[config.mk]
export PLATFORM = sky130hd
export DESIGN_NAME = return_address_stack
export DESIGN_NICKNAME = d
export VERILOG_FILES = /design/src/rtl/ras_pkg.sv /design/src/rtl/stack_cell.sv /design/src/rtl/return_address_stack.sv
export SDC_FILE = /design/constraint.sdc
export NUM_CORES = 1
export LEC_CHECK = 0
export BUFFER_PORTS_ARGS = -buffer_cell sky130_fd_sc_hd__buf_2
export CAP_MARGIN = 20
export CORE_ASPECT_RATIO = 0.6
export CORE_UTILIZATION = 43
export CTS_CLUSTER_DIAMETER = 40
export DETAILED_ROUTE_END_ITERATION = 6
export PLACE_DENSITY_LB_ADDON = 0.2
export REMOVE_ABC_BUFFERS = 1
export SLEW_MARGIN = 40
export SYNTH_ARGS = -nofsm -noshare
export SYNTH_HDL_FRONTEND = slang
export SYNTH_HIERARCHICAL = 1
export SYNTH_SLANG_ARGS = --single-unit
[constraint.sdc]
create_clock -name clk -period 5.15 [get_ports clk]
set_clock_uncertainty 0.15 [all_clocks]
set_input_delay 0.2575 -clock clk [delete_from_list [all_inputs] [get_ports clk]]
set_output_delay 0.2575 -clock clk [all_outputs]
set_load 0.01 [all_outputs]
[src/rtl/ras_pkg.sv]
package ras_pkg;

	localparam int          PC_W         = 11;
	localparam int          DEPTH        = 8;
	localparam int          PTR_W        = 3;
	localparam int          IRQ_EN_BIT   = 7;
	localparam int          HIGH_BITS    = 3;

	localparam logic [7:0]  ADDR_POINTER = 8'hDF;
	localparam logic [3:0]  ADDR_ENTRY_HI_NIB = 4'hF;

	localparam logic [2:0]  PTR_RESET    = 3'h7;
	localparam logic        IRQ_EN_RESET = 1'b0;
	localparam logic [10:0] ENTRY_RESET  = 11'h000;
	localparam logic [2:0]  PTR_TOP      = 3'h7;
	localparam logic [2:0]  PTR_STEP     = 3'h1;

	typedef enum logic [1:0] {
		OP_NONE,
		OP_PUSH,
		OP_POP
	} stack_op_t;

	typedef struct packed {
		logic             push;
		logic             interruptReturn;
		logic             subroutineReturn;
		logic [PC_W-1:0]  pc;
	} seq_req_t;

	typedef struct packed {
		logic       wr;
		logic       rd;
		logic [7:0] addr;
		logic [7:0] wdata;
	} sys_reg_req_t;

endpackage

[src/rtl/stack_cell.sv]
`timescale 1ns/1ps
`default_nettype none

module stack_cell #(
	parameter int W = 11
) (
	// Clock and reset.
	input  wire logic         clk,
	input  wire logic         rst,
	input  wire logic         clkEn,
	// Load port.
	input  wire logic         load,
	input  wire logic [W-1:0] data,
	// Stored value.
	output logic      [W-1:0] q
);

	logic [W-1:0] value_r;
	logic [W-1:0] value_nxt;

	always_comb begin
		value_nxt = value_r;
		if (load) begin
			value_nxt = data;
		end
	end

	always_ff @(posedge clk or posedge rst) begin
		if (rst) begin
			value_r <= '0;
		end else if (clkEn) begin
			value_r <= value_nxt;
		end
	end

	assign q = value_r;

endmodule

`default_nettype wire

[src/rtl/return_address_stack.sv]
`timescale 1ns/1ps
`default_nettype none

//Contract
// - Eight entries hold saved program counters for nested calls and interrupts.
// - A three-bit pointer selects the entry for the next push or pop.
// - Entry is eleven bits: high byte bits 2..0 and a full low byte.
// - Push decrements the pointer, pop increments it; order is last in first out.
// - Calls and interrupt entry both push the program counter.
// - Saved value is the program counter of the current opcode address.
// - Push at pointer p fills entry seven minus p; first push fills entry 0.
// - Interrupt return and subroutine return both pop the top entry, whichever kind of push saved it.
// - Every pop returns the most recent saved value to the program counter.
// - Pointer and all entry bytes are readable and writable system registers in bank 0.
// - Pointer register bit 7 is the global interrupt enable, reset to 0.
module return_address_stack (
	// Clock, reset and enable.
	input  wire logic                     clk,
	input  wire logic                     rst,
	input  wire logic                     clkEn,
	// Sequencer requests.
	input  wire ras_pkg::seq_req_t        seqReq,
	// Restored program counter.
	output logic     [ras_pkg::PC_W-1:0]  popPc,
	output logic                          popValid,
	// System register port.
	input  wire ras_pkg::sys_reg_req_t    regReq,
	output logic     [7:0]                regRdData,
	// Global interrupt enable.
	output logic                          globalIrqEnable
);
	import ras_pkg::*;

	logic [PTR_W-1:0] pointer_r;
	logic [PTR_W-1:0] pointer_nxt;
	logic             irqEn_r;
	logic             irqEn_nxt;
	logic [PC_W-1:0]  popPc_r;
	logic [PC_W-1:0]  popPc_nxt;
	logic             popValid_r;
	logic             popValid_nxt;
	logic [7:0]       rdData_r;
	logic [7:0]       rdData_nxt;

	stack_op_t        op;
	logic [PTR_W-1:0] pushIdx;
	logic [PTR_W-1:0] popIdx;
	logic             ptrWrite;
	logic             entryWrite;
	logic [PTR_W-1:0] regIdx;
	logic             regHigh;

	logic [PC_W-1:0]  entryQ    [DEPTH];
	logic [PC_W-1:0]  entryData [DEPTH];
	logic             entryLoad [DEPTH];

	// Push wins over a pop issued in the same cycle.
	always_comb begin
		if (seqReq.push) begin
			op = OP_PUSH;
		end else if (seqReq.interruptReturn || seqReq.subroutineReturn) begin
			op = OP_POP;
		end else begin
			op = OP_NONE;
		end
	end

	assign pushIdx    = PTR_TOP - pointer_r;
	assign popIdx     = PTR_TOP - (pointer_r + PTR_STEP);
	assign ptrWrite   = regReq.wr && (regReq.addr == ADDR_POINTER);
	assign entryWrite = regReq.wr && (regReq.addr[7:4] == ADDR_ENTRY_HI_NIB);
	assign regIdx     = regReq.addr[3:1];
	assign regHigh    = regReq.addr[0];

	// A push takes priority over a software write to the same entry.
	always_comb begin
		for (int i = 0; i < DEPTH; i++) begin
			entryLoad[i] = 1'b0;
			entryData[i] = entryQ[i];
			if (op == OP_PUSH && pushIdx == PTR_W'(i)) begin
				entryLoad[i] = 1'b1;
				entryData[i] = seqReq.pc;
			end else if (entryWrite && regIdx == PTR_W'(i)) begin
				entryLoad[i] = 1'b1;
				if (regHigh) begin
					entryData[i] = {regReq.wdata[HIGH_BITS-1:0], entryQ[i][7:0]};
				end else begin
					entryData[i] = {entryQ[i][PC_W-1:8], regReq.wdata};
				end
			end
		end
	end

	genvar g;
	generate
		for (g = 0; g < DEPTH; g++) begin : gCell
			stack_cell #(.W(PC_W)) uCell (
				.clk   (clk),
				.rst   (rst),
				.clkEn (clkEn),
				.load  (entryLoad[g]),
				.data  (entryData[g]),
				.q     (entryQ[g])
			);
		end
	endgenerate

	always_comb begin
		pointer_nxt  = pointer_r;
		irqEn_nxt    = irqEn_r;
		popPc_nxt    = popPc_r;
		popValid_nxt = 1'b0;
		rdData_nxt   = rdData_r;
		if (ptrWrite) begin
			pointer_nxt = regReq.wdata[PTR_W-1:0];
			irqEn_nxt   = regReq.wdata[IRQ_EN_BIT];
		end
		case (op)
			OP_PUSH: begin
				pointer_nxt = pointer_r - PTR_STEP;
			end
			OP_POP: begin
				pointer_nxt  = pointer_r + PTR_STEP;
				popPc_nxt    = entryQ[popIdx];
				popValid_nxt = 1'b1;
			end
			OP_NONE: begin
			end
			default: begin
			end
		endcase
		// Reads show the pointer and entries as they stood before this edge.
		if (regReq.rd) begin
			if (regReq.addr == ADDR_POINTER) begin
				rdData_nxt = {irqEn_r, 4'h0, pointer_r};
			end else if (regReq.addr[7:4] == ADDR_ENTRY_HI_NIB) begin
				if (regHigh) begin
					rdData_nxt = {5'h00, entryQ[regIdx][PC_W-1:8]};
				end else begin
					rdData_nxt = entryQ[regIdx][7:0];
				end
			end else begin
				rdData_nxt = 8'h00;
			end
		end
	end

	always_ff @(posedge clk or posedge rst) begin
		if (rst) begin
			pointer_r  <= PTR_RESET;
			irqEn_r    <= IRQ_EN_RESET;
			popPc_r    <= ENTRY_RESET;
			popValid_r <= 1'b0;
			rdData_r   <= 8'h00;
		end else if (clkEn) begin
			pointer_r  <= pointer_nxt;
			irqEn_r    <= irqEn_nxt;
			popPc_r    <= popPc_nxt;
			popValid_r <= popValid_nxt;
			rdData_r   <= rdData_nxt;
		end
	end

	assign popPc           = popPc_r;
	assign popValid        = popValid_r;
	assign regRdData       = rdData_r;
	assign globalIrqEnable = irqEn_r;
endmodule

`default_nettype wire

After elaboration in Yosys (flattened, before gate mapping) --
Index checks and enable logic that the tools add are counted.
Operators by class: equality and inequality tests 26, reduce and logical (&&, ||, !) cells 58, bitwise gates (word level) 2, mux-type cells 47, $lt $le $gt $ge 2, add/sub/neg operators 4
Operators by type and width (number):
- 2-to-1 mux 11 bit | 21
- binary-select mux 11 bit (select 3 bit) | 2
- AND reduction 4 bit | 16
- nonzero test 2 bit | 16
- equality test 3 bit (second input constant) | 8
- 2-to-1 mux 8 bit | 3
- logical AND 1 bit | 18
- 2-to-1 mux 1 bit | 17
- != test 2 x 1 -> 1 bit (second input constant) | 8
- equality test 3 x 2 -> 1 bit (second input constant) | 4
- equality test 8 bit (second input constant) | 1
- >= comparator 4 bit (second input constant) | 2
- NOT 3 -> 4 bit | 2
- AND reduction 2 bit | 4
- equality test 3 x 1 -> 1 bit (second input constant) | 2
- zero test 3 bit | 2
- one-hot mux 3 bit (2 select lines) | 1
- subtractor 3 bit (first input constant) | 2
- equality test 4 bit (second input constant) | 1
- 2-to-1 mux 2 bit | 2
- adder 3 x 1 -> 3 bit (second input constant) | 1
- 2-to-1 mux 3 bit | 1
- nonzero test 3 bit | 1
- subtractor 3 x 1 -> 3 bit (second input constant) | 1
- 3 further kinds | 3
Storage, ports and cells: input port bits 35, register bits 112

Longest topological paths before layout --
depth after elaboration 7, gate-level depth with buffers 10, mapped depth without buffers 6

Cells and area by module --
Netlist, hierarchy kept.
By module, submodules not included:
- return_address_stack | times used 1, area each 4764.6 µm², sequential area each 604.3 µm², cells an instance 628
- stack_cell | times used 8, area each 457.9 µm², sequential area each 275.3 µm², cells an instance 25

Worst setup path after synthesis --
Ideal clock, no wire load.
kind flip-flop to flip-flop, from register pointer_r[0], to register popPc_r[2], in the netlist popPc[2], stages on the path, launching flop included 10, arrival 2.363 ns, period minus slack after synthesis 2.650 ns, path slack 2.500 ns, cell sequence dfstp_2 -> buf_4 -> buf_4 -> inv_1 -> ha_1 -> buf_2 -> buf_4 -> mux4_2 -> mux2i_1 -> a21oi_1
Between the ends: longest elaborated chain between the ends 6
Ends and longest elaborated chain:
- start: declaration | RTL line return_address_stack.sv:34 | logic [PTR_W-1:0] pointer_r;
- start signal: assignment | RTL line return_address_stack.sv:156 | pointer_r <= pointer_nxt;
- adder 3 x 1 -> 3 bit | RTL line return_address_stack.sv:69 | assign popIdx = PTR_TOP - (pointer_r + PTR_STEP);
- subtractor 3 bit | RTL line return_address_stack.sv:69
- NOT 3 -> 4 bit (not written as such) | RTL line return_address_stack.sv:124 | popPc_nxt = entryQ[popIdx];
- binary-select mux 11 bit (select 3 bit) | RTL line return_address_stack.sv:124
- 2-to-1 mux 11 bit (not written as such) (2 in series) | RTL line return_address_stack.sv:124
- end signal: assignment | RTL line return_address_stack.sv:158 | popPc_r <= popPc_nxt;
- end: declaration | RTL line return_address_stack.sv:38 | logic [PC_W-1:0] popPc_r;
Every way passes these cells. The select of a mux whose other input is x is not followed. A chain may end at the register's enable or synchronous reset.

Worst setup path in the final report --
from register pointer_r[0], to register popPc_r[1], in the netlist popPc[1]
The elaborated chain is that of the path after synthesis.

==> impl_metrics.tcl <==
set metrics [dict create \
    status "completed" \
    cts.sinks 112 \
    port_buffers 55 \
    wire_per_inst_um 23.6 \
    async_flop_share_pct 100 \
    min_period_over_period_pct 55.0 \
    hold_violations 0 \
    worstPathArrival_ns 2.90 \
    grt_setup_unrepaired "false" \
    drtIter0Drc 705 \
    r2r-start "pointer_r[0]" \
    synthFlopType "dfrtp_1" \
    finalMaxSlewViolations 0 \
    grt.overflow.total 0 \
    dp_slack_ns 2.25 \
    cts_root_buf "clkbuf_16" \
    required_ns 5.22 \
    fin_crit_ns 2.83 \
    yosysTopAreaCell "dfrtp_1" \
    dr_total_vias 6576 \
    h-tree-depth 3 \
    holdPathEnd "globalIrqEnable" \
    route.detailed.drc 0 \
    syn_inst 828 \
    maxCapViolCount 0 \
    dieArea_mm2 0.0202 \
    cp-start-kind "flip-flop" \
    slew_headroom_pct 41.0 \
    dr.pass1.iters 5 \
    n_antenna_cell 0 \
    wl_mm 26.0 \
    post-dp-hpwl_mm 19.4 \
    grt_max_degree 29 \
    fin_ws_ns 2.32 \
    synth_top_area_share_pct 32.4 \
    grt_pass1_vias 6122 \
    path_clk_slew_ns 0.08 \
    stdcell_area_mm2 0.00899 \
    syn-mean-instance-area_um2 10.2 \
    ys_types 56 \
    drive_above_1_share_pct 28.6 \
    via_per_inst 5.97 \
    r2r.worst_path.cells 5 \
    clk_latency_ns 0.36 \
    die_y_um 110 \
    layout.nets 873 \
    min-delay-start "regReq[7]" \
    grt_pass1_wl_mm 39.8 \
    syn_area_mm2 0.00843 \
    yosys_register_bits 112 \
    numCtsBuffers 9 \
    synth_edf_count 0 \
    r2r_end "popPc[1]" \
    antenna_found_initial 0 \
    vdd_ir_drop_max_mv 0.220 \
    setup_violations 0 \
    area_growth_syn_to_layout_pct 6.62 \
    postLayoutCoreUtil_pct 47.0 \
    cts_tree "built" \
    fmax_mhz 353 \
    critical_path_peak_fanout 27 \
    synth.top_cells.by_count "dfrtp_1, nor2_1, nand2_1, mux2i_1, mux2_4" \
    rrSetupSlack_ns 2.32 \
    power_leakage_nw 4.44 \
    core_area_mm2 0.0191 \
    synthTopCellsByArea "dfrtp_1, mux2_4, mux2i_1, mux4_2, nor2_1" \
    start_util_pct 44.1 \
    ys.warnings.count 6 \
    rows 39 \
    ys_seq_area_share_pct 33.3 \
    gp_congestion 0.978 \
    placed_area_mm2 0.00868 \
    synth_most_common_cell "dfrtp_1" \
    hold_path_depth 2 \
    postCtsSetupBuffers 0 \
    ant_nets 0 \
    grt.total_usage_pct 26.8 \
    path_class "flip-flop to flip-flop" \
    fin_setup_tns_ns 0 \
    clk_path_buf_depth 2 \
    worstMarginPinSlew_ns 0.877 \
    hold_class "primary input to flip-flop" \
    p_per_area_mw_per_mm2 444 \
    cp-end-kind "flip-flop" \
    hold_ws_ns 0.153 \
    ioPinCount 56 \
    fp.dieW_um 183 \
]
[placed cells by master (no fill, tap or decap), types with 3 or more instances in the layout]
cell type / count
nand3_1: 23
mux2_4: 80
buf_4: 11
nor2_1: 105
nor2b_1: 4
nor3_2: 5
or3_1: 5
inv_1: 13
a22oi_1: 6
nand4_1: 8
nand3_2: 4
inv_6: 3
a31oi_1: 41
nand2_1: 82
a21oi_1: 68
nand2_2: 9
o21ai_0: 22
mux2_2: 10
mux4_2: 35
ha_1: 6
nand2b_1: 3
mux2i_1: 81
dfrtp_1: 109
clkbuf_16: 9
dfstp_2: 3
buf_2: 54
[sequential cells by signal, summed over array words and instances, names as in the netlist]
name             cells
gCell.uCell/q       88
popPc               11
pointer_r            3
regRdData            8
globalIrqEnable      1
popValid             1
[layout make-up]
class / instances / area, um2
clock buffer: 10 / 229
clock inverter: 6 / 50.0
fill: 1836 / 10100
inverter: 16 / 65.1
multi-input combinational: 626 / 5140
sequential: 112 / 2810
tap: 266 / 333
timing repair buffer: 66 / 363
[cells by family after synthesis]
logic type | count (synthesis) | share of synthesized area (%)
AND/OR/NAND/NOR | 264 | 15.1
multiplexers | 206 | 34.6
AO/OA/AOI/OAI | 149 | 10.1
flip-flops | 112 | 33.3
buffers and inverters | 90 | 5.97
adder cells (fa/ha/maj) | 7 | 1.04
[per-layer routing]
metal / GRT usage, % / part of all wire [%] / vias up
met5: 0 / 0 / -
met3: 7.12 / 9.8 / 31
met2: 36.9 / 40 / 305
li1: - / - / 2997
met4: 4.87 / 1.1 / 0
met1: 41.6 / 49 / 3243
[through the flow]
stage	instances	power, mW
2_1_floorplan	754	2.74
3_3_place_gp	1085	3.24
3_5_place_dp	1085	3.27
4_1_cts	1102	3.97
5_1_grt	1102	4.21
6_report	1102	3.99
[power breakdown]
group | switching (mW) | internal, mW | total, mW
clock network | 0.357 | 0.337 | 0.694
logic | 0.758 | 0.960 | 1.72
registers | 0.394 | 1.18 | 1.58
[repair_timing]
item	in CTS	in global routing
hold endpoints to repair	109	0
hold buffers	1	0
resized for setup	0	0
[worst max-delay path, stage by stage (launching register included)]
cell and delay (ns):
dfstp_2 0.54, buf_4 0.41, ha_1 0.26, ha_1 0.63
mux2i_1 0.56, a21oi_1 0.13
[worst max path at each step]
stage | start | endpoint | slack [ns]
after floorplan | pointer_r[0] | popPc[2] | 2.06
after global placement | pointer_r[0] | gCell[6].uCell/q[8] | 2.34
after detailed placement | pointer_r[1] | popPc[6] | 2.25
after CTS | pointer_r[0] | gCell[6].uCell/q[10] | 2.24
after global routing | pointer_r[0] | popPc[1] | 2.20
final | pointer_r[0] | popPc[1] | 2.32
(Power assumes the default switching activity.)
